### config.mk
export PLATFORM = sky130hd
export DESIGN_NAME = static_cycle_and_dram_addr_mux
export DESIGN_NICKNAME = d
export VERILOG_FILES = /design/src/sram_cycle_pkg.sv /design/src/static_cycle_and_dram_addr_mux.sv
export SDC_FILE = /design/constraint.sdc
export NUM_CORES = 1
export LEC_CHECK = 0
export BUFFER_PORTS_ARGS = -buffer_cell sky130_fd_sc_hd__buf_2
export CORE_MARGIN = 1.5
export CORE_UTILIZATION = 59
export CTS_CLUSTER_DIAMETER = 40
export CTS_CLUSTER_SIZE = 16
export DETAILED_ROUTE_END_ITERATION = 6
export GPL_TIMING_DRIVEN = 0
export PLACE_DENSITY = 0.92
export SLEW_MARGIN = 20
export SYNTH_ARGS = -nofsm -noshare
export SYNTH_HDL_FRONTEND = slang
export SYNTH_SLANG_ARGS = --single-unit
### constraint.sdc
create_clock -name i_core_clk -period 5.3 [get_ports i_core_clk]
set_input_delay 1.06 -clock i_core_clk [delete_from_list [all_inputs] [get_ports i_core_clk]]
set_output_delay 1.06 -clock i_core_clk [all_outputs]
set_load 0.01 [all_outputs]
### src/sram_cycle_pkg.sv
// Constants for the static cycle sequencer and DRAM address multiplexer.
// Assumes one core clock; the bus clock is derived from it by halving.
package sram_cycle_pkg;

    // ****************************************
    // Widths
    // ****************************************
    localparam int ADDR_W = 24;
    localparam int DATA_W = 32;
    localparam int LANE_W = 4;
    localparam int WAIT_W = 6;
    localparam int BEAT_W = 4;
    localparam int MUX_PINS = 14;

    // ****************************************
    // Timing
    // ****************************************
    localparam logic [5:0] ASYNC_MIN_WAIT = 6'h01;

    // ****************************************
    // Memory width codes
    // ****************************************
    localparam logic [1:0] WIDTH_8 = 2'h0;
    localparam logic [1:0] WIDTH_16 = 2'h1;
    localparam logic [1:0] WIDTH_32 = 2'h2;

    // ****************************************
    // Multiplexer field positions (8-bit base)
    // ****************************************
    localparam int M0_ROW_BASE = 9;
    localparam int M0_LOW_PINS = 9;
    localparam int M0_HI_PIN = 11;
    localparam int M0_ROW_HI_BIT = 18;
    localparam int M0_COL_HI_BIT = 19;
    localparam int M1_ROW_BASE = 8;
    localparam int M1_ZERO_PIN = 11;
    localparam int M1_PIN9_BIT8 = 20;
    localparam int M1_PIN8_BIT8 = 19;

    // ****************************************
    // Sequencer states
    // ****************************************
    typedef enum logic [2:0] {
        ST_IDLE = 3'b000,
        ST_S_LEAD = 3'b001,
        ST_S_RUN = 3'b010,
        ST_S_TAIL = 3'b011,
        ST_A_LEAD = 3'b100,
        ST_A_RUN = 3'b101,
        ST_A_REL = 3'b110,
        ST_A_GAP = 3'b111
    } seq_state_e;

endpackage

### src/static_cycle_and_dram_addr_mux.sv
// Static memory cycle sequencer with internal DRAM address multiplexer.
// Assumes inputs synchronous to i_core_clk; the bus clock is i_core_clk / 2.
`timescale 1ns/1ps
`default_nettype none
// Summary of operation
// - Synchronous cycles referenced to bus clock rising edge
// - Sync: strobes on falling, others on rising; o_addr and o_data load on the falling edge that asserts the strobes
// - Sync: strobe active one falling edge before select
// - Sync: strobe held until falling edge after deselect
// - Sync: ack low at rising edge ends cycle
// - Asynchronous cycles always have at least one wait
// - Async strobes lie inside chip select low
// - Async: lanes, strobes fall after select asserts
// - Async: strobes rise on falling edge after ack
// - Async: ack edge samples read, holds write data
// - Burst transfers for reads and writes
// - Global and per-select bits choose multiplexer
// - Internal mux drives low fourteen address pins
// - Lowest mux pin follows memory width
// - Per-select bit picks mux mode 0 or 1
// - Mode 0 row and column bit placement
// - Mode 1 row bits, upper pins 12 and 13 carry bits 20 and 21
// - Mode 1 column: top three pins zero
// - Mode 1 column low bits placement
// - Wait field first beat, burst field later beats
module static_cycle_and_dram_addr_mux (
    input wire logic i_core_clk,
    input wire logic i_rst,
    input wire logic i_req,
    input wire logic i_write,
    input wire logic i_burst,
    input wire logic [23:0] i_addr,
    input wire logic [3:0] i_byte_en,
    input wire logic [31:0] i_wdata,
    input wire logic i_sync_mode,
    input wire logic [5:0] i_wait_states,
    input wire logic [3:0] i_burst_beat_cycles,
    input wire logic [1:0] i_mem_width,
    input wire logic i_dram_sel,
    input wire logic i_dram_col,
    input wire logic i_external_mux_select,
    input wire logic i_mux_indicator_force,
    input wire logic i_per_cs_external_mux,
    input wire logic i_mux_mode_select,
    input wire logic i_transfer_ack_n,
    input wire logic [31:0] i_data,
    output logic o_bus_clk,
    output logic o_cs_n,
    output logic o_oe_n,
    output logic o_we_n,
    output logic [3:0] o_byte_lane_n,
    output logic [23:0] o_addr,
    output logic [31:0] o_data,
    output logic o_data_oe,
    output logic [31:0] o_rdata,
    output logic o_ack,
    output logic o_busy
);

    // ****************************************
    // State
    // ****************************************
    typedef struct packed {
        logic phase;
        logic bclk;
        sram_cycle_pkg::seq_state_e st;
        logic cs_n;
        logic oe_n;
        logic we_n;
        logic [3:0] lane_n;
        logic [3:0] lane_en;
        logic [23:0] addr;
        logic [23:0] laddr;
        logic [31:0] dout;
        logic doe;
        logic [31:0] rdata;
        logic ack;
        logic [5:0] wcnt;
        logic write;
        logic sync;
        logic more;
        logic mode1;
        logic internal;
        logic dram;
        logic col;
        logic [1:0] width;
        logic [3:0] beat;
    } ctl_s;

    ctl_s s_q;
    ctl_s s_d;
    logic rise_en;
    logic fall_en;
    logic ack_seen;
    logic [23:0] step;

    // ****************************************
    // DRAM address multiplexer
    // ****************************************
    function automatic logic [23:0] mux_addr(input logic [23:0] a, input logic [1:0] w,
                                             input logic m1, input logic col);
        logic [23:0] r;
        int s;
        r = a;
        s = int'(w);
        r[13:0] = 14'h0000;
        if (!m1) begin
            for (int j = 0; j < sram_cycle_pkg::M0_LOW_PINS; j++) begin
                r[s + j] = col ? a[s + j] : a[sram_cycle_pkg::M0_ROW_BASE + s + j];
            end
            r[sram_cycle_pkg::M0_HI_PIN + s] = col ? a[sram_cycle_pkg::M0_COL_HI_BIT + s]
                                                   : a[sram_cycle_pkg::M0_ROW_HI_BIT + s];
        end else begin
            for (int j = 0; j < sram_cycle_pkg::MUX_PINS; j++) begin
                if (j >= s) begin
                    if (!col) begin
                        r[j] = a[sram_cycle_pkg::M1_ROW_BASE + j];
                    end else if (j >= sram_cycle_pkg::M1_ZERO_PIN) begin
                        r[j] = 1'b0;
                    end else if (s == 0 && j == 9) begin
                        r[j] = a[sram_cycle_pkg::M1_PIN9_BIT8];
                    end else if (s == 0 && j == 8) begin
                        r[j] = a[sram_cycle_pkg::M1_PIN8_BIT8];
                    end else begin
                        r[j] = a[j];
                    end
                end
            end
        end
        return r;
    endfunction

    // ****************************************
    // Next state
    // ****************************************
    always_comb begin
        s_d = s_q;
        rise_en = !s_q.phase;
        fall_en = s_q.phase;
        ack_seen = rise_en && (s_q.wcnt == 6'h00) && !i_transfer_ack_n;
        step = 24'h00_0001 << s_q.width;
        s_d.phase = !s_q.phase;
        s_d.bclk = rise_en;
        s_d.ack = 1'b0;
        if (rise_en && s_q.st != sram_cycle_pkg::ST_IDLE) begin
            s_d.col = i_dram_col;
            s_d.addr = (s_q.dram && s_q.internal) ?
                       mux_addr(s_q.laddr, s_q.width, s_q.mode1, i_dram_col) : s_q.laddr;
        end
        case (s_q.st)
            sram_cycle_pkg::ST_IDLE: begin
                if (i_req && ((i_sync_mode && fall_en) || (!i_sync_mode && rise_en))) begin
                    s_d.laddr = i_addr;
                    s_d.write = i_write;
                    s_d.sync = i_sync_mode;
                    s_d.lane_en = i_byte_en;
                    s_d.dout = i_wdata;
                    s_d.width = i_mem_width;
                    s_d.beat = i_burst_beat_cycles;
                    s_d.dram = i_dram_sel;
                    s_d.col = i_dram_col;
                    s_d.mode1 = i_mux_mode_select;
                    s_d.internal = i_mux_indicator_force ||
                                   (!i_external_mux_select && !i_per_cs_external_mux);
                    s_d.addr = (i_dram_sel && s_d.internal) ?
                               mux_addr(i_addr, i_mem_width, i_mux_mode_select, i_dram_col) : i_addr;
                    if (i_sync_mode) begin
                        s_d.wcnt = i_wait_states;
                        s_d.oe_n = i_write;
                        s_d.we_n = !i_write;
                        s_d.st = sram_cycle_pkg::ST_S_LEAD;
                    end else begin
                        s_d.wcnt = (i_wait_states < sram_cycle_pkg::ASYNC_MIN_WAIT) ?
                                   sram_cycle_pkg::ASYNC_MIN_WAIT : i_wait_states;
                        s_d.cs_n = 1'b0;
                        s_d.doe = i_write;
                        s_d.st = sram_cycle_pkg::ST_A_LEAD;
                    end
                end
            end
            sram_cycle_pkg::ST_S_LEAD: begin
                if (rise_en) begin
                    s_d.cs_n = 1'b0;
                    s_d.lane_n = ~s_q.lane_en;
                    s_d.doe = s_q.write;
                    s_d.st = sram_cycle_pkg::ST_S_RUN;
                end
            end
            sram_cycle_pkg::ST_S_RUN: begin
                if (rise_en && s_q.wcnt != 6'h00) begin
                    s_d.wcnt = s_q.wcnt - 6'h01;
                end else if (ack_seen) begin
                    s_d.ack = 1'b1;
                    s_d.rdata = s_q.write ? s_q.rdata : i_data;
                    if (i_burst) begin
                        s_d.laddr = s_q.laddr + step;
                        s_d.dout = i_wdata;
                        s_d.wcnt = {2'h0, s_q.beat};
                    end else begin
                        s_d.cs_n = 1'b1;
                        s_d.lane_n = 4'hF;
                        s_d.doe = 1'b0;
                        s_d.st = sram_cycle_pkg::ST_S_TAIL;
                    end
                end
            end
            sram_cycle_pkg::ST_S_TAIL: begin
                s_d.oe_n = 1'b1;
                s_d.we_n = 1'b1;
                s_d.st = sram_cycle_pkg::ST_IDLE;
            end
            sram_cycle_pkg::ST_A_LEAD: begin
                if (fall_en) begin
                    s_d.oe_n = s_q.write;
                    s_d.we_n = !s_q.write;
                    s_d.lane_n = ~s_q.lane_en;
                    s_d.st = sram_cycle_pkg::ST_A_RUN;
                end
            end
            sram_cycle_pkg::ST_A_RUN: begin
                if (rise_en && s_q.wcnt != 6'h00) begin
                    s_d.wcnt = s_q.wcnt - 6'h01;
                end else if (ack_seen) begin
                    s_d.ack = 1'b1;
                    s_d.rdata = s_q.write ? s_q.rdata : i_data;
                    s_d.more = i_burst;
                    s_d.st = sram_cycle_pkg::ST_A_REL;
                end
            end
            sram_cycle_pkg::ST_A_REL: begin
                s_d.oe_n = 1'b1;
                s_d.we_n = 1'b1;
                s_d.lane_n = 4'hF;
                s_d.st = sram_cycle_pkg::ST_A_GAP;
            end
            sram_cycle_pkg::ST_A_GAP: begin
                if (s_q.more) begin
                    s_d.laddr = s_q.laddr + step;
                    s_d.dout = i_wdata;
                    s_d.wcnt = (s_q.beat == 4'h0) ? sram_cycle_pkg::ASYNC_MIN_WAIT
                                                  : {2'h0, s_q.beat};
                    s_d.st = sram_cycle_pkg::ST_A_LEAD;
                end else begin
                    s_d.cs_n = 1'b1;
                    s_d.doe = 1'b0;
                    s_d.st = sram_cycle_pkg::ST_IDLE;
                end
            end
            default: begin
                s_d.st = sram_cycle_pkg::ST_IDLE;
            end
        endcase
    end

    // ****************************************
    // Registers
    // ****************************************
    always_ff @(posedge i_core_clk or posedge i_rst) begin
        if (i_rst) begin
            s_q <= '0;
            s_q.cs_n <= 1'b1;
            s_q.oe_n <= 1'b1;
            s_q.we_n <= 1'b1;
            s_q.lane_n <= 4'hF;
        end else begin
            s_q <= s_d;
        end
    end

    assign o_bus_clk = s_q.bclk;
    assign o_cs_n = s_q.cs_n;
    assign o_oe_n = s_q.oe_n;
    assign o_we_n = s_q.we_n;
    assign o_byte_lane_n = s_q.lane_n;
    assign o_addr = s_q.addr;
    assign o_data = s_q.dout;
    assign o_data_oe = s_q.doe;
    assign o_rdata = s_q.rdata;
    assign o_ack = s_q.ack;
    assign o_busy = (s_q.st != sram_cycle_pkg::ST_IDLE);
endmodule
`default_nettype wire

## Word-level counts from Yosys, hierarchy flattened

Index checks and enable logic that the tools add are counted.

| storage, ports and cells | value |
|---|---|
| memories | 0 |
| register bits | 147 |
| bits in read-only memories | 0 |
| logic and storage cells | 511 |
| RAM bits | 0 |
| output and inout port bits | 99 |
| latch bits | 0 |

| operators by class | value |
|---|---|
| bitwise logic cells | 2 |
| reductions and logical operators | 62 |
| shift-type cells | 1 |
| add/sub/neg operators | 42 |
| eq/ne operators | 23 |
| divide/modulo/power cells | 0 |
| mux-type cells | 290 |
| multipliers | 0 |
| order comparisons | 69 |

Operators by type and width:

| operator | count |
|---|---|
| $lt 32x7->1 const B | 16 |
| $bwmux 24 | 20 |
| $add 32x4->32 const B | 8 |
| $bmux 1 s5 | 38 |
| $pmux 56 s3 | 1 |
| $mux 1 | 162 |
| $add 32x3->32 const B | 4 |
| $mux 56 | 2 |
| $mux 24 | 4 |
| $mux 96 | 1 |
| $demux 1 s5 | 18 |
| $mux 90 | 1 |
| $mux 81 | 1 |
| $mux 33 | 2 |
| $pmux 33 s2 | 1 |
| $add 32x2->32 const B | 2 |
| $lt 4x6->1 const B | 8 |
| $mux 6 | 8 |
| $lt 3x6->1 const B | 6 |
| $lt 6x6->1 const B | 6 |
| $mux 4 | 9 |
| $add 2x3->4 const B | 8 |
| $ge 4x1->1 const B | 8 |
| $mux 32 | 1 |
| 54 further kinds | 154 |

## Logic depth before layout (Yosys ltp)

| logic depth | value |
|---|---|
| depth after elaboration | 20 |
| mapped depth | 14 |

## Worst setup path after synthesis

OpenSTA, ideal clock, no wires.

| timing path | value |
|---|---|
| path kind | input to register |
| start | input i_mem_width[0] |
| end | register s_q, in the netlist o_addr[9] |
| buffers on the path | 3 |
| setup time | 0.123 ns |
| arrival | 3.893 ns |
| setup slack | 1.284 ns |
| stages on the path | 14 |
| cell sequence | buf_6 inv_1 buf_2 ha_1 inv_1 ha_1 buf_6 mux4_1 mux4_2 mux2i_4 nand2_1 o211ai_2 o211ai_1 o2bb2ai_1 |

RTL lines:

| item | RTL line | source |
|---|---|---|
| start: declaration | static_cycle_and_dram_addr_mux.sv:38 | `input wire logic [1:0] i_mem_width,` |
| end: declaration | static_cycle_and_dram_addr_mux.sv:90 | `ctl_s s_q;` |

==> results list <==
- TritonCTS created 17 clock buffers.
* Share of synthesized area spent on multiplexers: 0.199
- Yosys attributes the largest share of cell area to dfrtp_1 26%, mux4_2 8.9%, nand2_1 7.4%.
- Detailed Routing Iterations Pass 1: 7
- Hold Fails Final Rpt: 0
- After routing the design area is 15200 sq um.
- Floorplan die height: 152 um
* Bufs on Longest Clock Path: 2
- IO Pins: 216
- The later pin in the worst-skew pair is clocked with a latency of 440 ps.
* Area of the multi-input gates: 8030 sq um
- Timing would allow up to 0.198 GHz.
- After legalization and detailed placement, the total HPWL measured 36900 um.
- For this run, the total global-route usage over all layers was measured as 0.437.
* CTS Root Buffer Type: clkbuf_16
* Chip width: 152 um
- The repair_antennas step left the layout with diodes totalling 0.
* Worst max-slew margin expressed relative to the limit: 0.254
* Ys Warns: 0
* Cell with the largest stage delay on the worst path: ha_1
- Average routed wire per standard cell: 25.3 um
- Among all flip-flop cells after synthesis, the most frequent one is dfrtp_1.
- Setup skew after layout: 14.2 ps
- Logic depth of the worst path, buffers included: 13
- The netlist uses 88 different library cells.
* Synthesized area: 13200 sq um
- Summed over all instances, the cell type with the most area after synthesis is dfrtp_1.
* Cell types with the highest counts after synthesis: 259 x nand2_1, 139 x dfrtp_1, 101 x nor2_1
- Cell row count: 54
* Run status: completed
* Combined buffer and inverter count along the critical path: 4
- The worst hold path was traced through 2 stages.
- Most common cell in the netlist: nand2_1
- Data arrival time at the worst-slack endpoint: 5360 ps
- Global-route wire length before repair: 78900 um
- The first routing iteration left 2236 violations.
* Static Leakage: 6.92 nW
- Pin count of the biggest net entering global routing: 100
- Sum of negative setup slack: 0 ps
* Post-Synth Simple-Gate Area: 0.169
- Clock tree from TritonCTS: yes
- Start-to-end type of the worst setup path: reg2reg
- Setup slack after placement: 216 ps
* Worst setup margin: 238 ps
* Syn Nets: 1655
- Along the worst path, the maximum fanout reaches 11.
- Via density per instance: 7.08
* Register cell area after layout: 3660 sq um
- The tightest min-delay check is of the reg2reg type.
* Post-route antenna net violation count: 0
- Worst path top cell family by delay: compound AO/OA/AOI/OAI gates
- Of the total synthesized cell area, the portion taken by full adders, half adders and majority gates is 0.0319.
- The compound-cell area share of the yosys netlist is 0.205.
- Counting every sink on the clock net gives 146.
- The worst path needs 5060 ps of the cycle, external delays included.
* Worst Max-Slew Pin Slew: 1120 ps
- Die ar.: 23200 sq um
* Post-layout total power: 8.21 mW
- Of all flip-flops after synthesis, the portion carrying an async set or reset was 1.00.
- Synthesis produced a netlist whose cell count is 1505.
* Total number of vias: 14.4k
- Biggest cell delay along the critical path: 650 ps
- The worst setup path is launched from a flop.
* Final wirelength: 51300 um
- Number of buffers added on ports: 211
- Of the post-synthesis cell area, the dominant cell type holds 0.264.
* Tcrit/Tclk final: 0.955
- Final number of setup-violating endpoints: 0
- Vias in the first global route: 13.8k
- Of the total synthesized cell area, the portion taken by XOR and XNOR cells is 0.00399.
- At the end of routability-driven placement, the weighted congestion stood at 1.04.
- At the end of the flow the core is filled with cells to 0.696.
- In the final layout, the share of cells above drive strength 1 is 0.295.
* Max IR drop VDD: 520 uV
- Dividing total power by cell area gives a power density of 539 nW/um^2.
* Initial Utilization: 0.602
* Number of slew-limit violations in the final report: 0
- RSZ-0062 raised after global routing: no
- The worst setup path is captured at a flop.
- The clock tree synthesis step divided the H-tree into 4 levels.
- Number of buffers inserted to repair setup after CTS: 0
- Worst reg2reg path depth: 13
* Total overflow reported by the global router: 0
* #FFs+latches synth: 146
- List of cells traversed by the critical path: buf_6, buf_6, inv_1, ha_1, inv_1, ha_1, mux4_2, a2111oi_0, nand3b_1, a41oi_2, a21oi_1, a41oi_1, o32ai_1
- Once placement finished, the instance area stood at 14600 sq um.
* # DRC: 0
- Worst-path clk slew: 80 ps
- The share of the Yosys chip area taken by registers is 0.278.
* Synth-to-layout area growth: 15.6%
- The number of antenna violations at the first check in global routing is 0.
* Floorplan Core Area: 21900 sq um
* Dominant combinational cell family by area after synthesis: compound AO/OA/AOI/OAI gates
* Net total in the final layout: 1885
- Yosys mapped a number of flops with a built-in enable equal to 0.
- WP data required: 5600 ps
- Averaged over all synthesized cells, the footprint is 8.76 sq um.
- Across the run, the number of max-cap violations was 0.
- Final-layout fill cell count: 1681
[cells by family after synthesis]
kind of cell    count (synthesis)
simple gates                  503
mux                           155
flops                         146
xor+xnor                        6
fa+ha+maj                      33
buf+inv                       272
compound gates                390
[per-layer routing]
layer | vias up | wire (um) | global-route usage
met5 | - | 0 | 0
met4 | 0 | 3530 | 0.241
met3 | 360 | 7610 | 0.138
met2 | 1397 | 22300 | 0.673
met1 | 6664 | 17900 | 0.548
li1 | 5929 | - | -
[placed cells by master, fill, tap and decap left out, drive strengths merged, types with 5 or more instances in the layout]
cell type | netlist | layout
a211oi | 13 | 13
a21o | 13 | 13
a21oi | 62 | 62
a221o | 8 | 8
a221oi | 14 | 14
a22oi | 12 | 12
a2bb2oi | 5 | 5
a31o | 7 | 7
a31oi | 30 | 30
a32oi | 14 | 14
a41oi | 6 | 6
and2 | 7 | 7
and3 | 16 | 16
buf | 134 | 346
clkbuf | 95 | 111
clkinv | 3 | 10
dfrtp | 139 | 139
dfstp | 7 | 7
ha | 32 | 32
inv | 40 | 46
mux2 | 57 | 57
mux2i | 25 | 25
mux4 | 73 | 73
nand2 | 259 | 259
nand2b | 9 | 9
nand3 | 38 | 38
nand3b | 9 | 9
nand4 | 8 | 8
nor2 | 104 | 104
nor2b | 10 | 10
nor3 | 23 | 23
nor4 | 7 | 7
o2111ai | 5 | 5
o211ai | 12 | 12
o21a | 6 | 6
o21ai | 99 | 99
o221ai | 8 | 8
o22ai | 23 | 23
o2bb2ai | 7 | 7
[through the flow]
| stage | hold WS, ps | cells |
|---|---|---|
| after floorplan | 440 | 1505 |
| after global placement | 450 | 1996 |
| after detailed placement | 456 | 1997 |
| after CTS | 473 | 2029 |
| after global routing | 486 | 2028 |
| final | 473 | 2028 |
[worst paths after layout]
path | slack (ps) | to | from
worst max-delay path | 240 | o_addr[0] | s_q[4]
worst min-delay path | 470 | o_data[12] | o_data[12]
worst max register to register | 240 | o_addr[0] | s_q[4]
worst min register to register | 470 | o_data[12] | o_data[12]
max in group asynchronous | 3870 | o_addr[3] | i_rst
min in group asynchronous | 600 | o_rdata[27] | i_rst
[cell type report]
type | instances | share of cell area
clock buffer | 17 | 0.0279
sequential | 146 | 0.241
inverter | 43 | 0.0111
buffer | 228 | 0.0867
timing repair buffer | 212 | 0.0712
tap | 280 | 0.0230
multi-input combinational | 1087 | 0.527
clock inverter | 15 | 0.0122
[sequential cells by signal, summed over array words and instances, names as in the netlist]
| signal | cells |
|---|---|
| o_rdata | 32 |
| o_data_oe | 1 |
| o_we_n | 1 |
| o_addr | 24 |
| o_ack | 1 |
| o_data | 32 |
| o_byte_lane_n | 4 |
| o_bus_clk | 1 |
| s_q | 48 |
| o_oe_n | 1 |
| o_cs_n | 1 |
[worst reg2reg max path, stage by stage, from the launching register on]
cell,delay [ps]
dfrtp_1,510
buf_6,230
buf_6,160
inv_1,330
ha_1,470
inv_1,270
ha_1,650
mux4_2,390
a2111oi_0,590
nand3b_1,270
a41oi_2,350
a21oi_1,120
a41oi_1,420
o32ai_1,160
[report_power, final]
group / internal, mW / leakage (nW) / total (mW) / switching, mW
registers: 1.59 / 1.85 / 2.05 / 0.455
logic: 2.07 / 4.78 / 4.90 / 2.83
clock network: 0.640 / 0.290 / 1.26 / 0.617
[timing repair]
item | 4_1_cts | 5_1_grt
hold buffers | 0 | 0
hold endpoints to repair | 0 | 0
gates resized for setup | 0 | 0
endpoints found under the setup margin | 0 | 1
No activity file was read; power rests on OpenSTA's default activity.
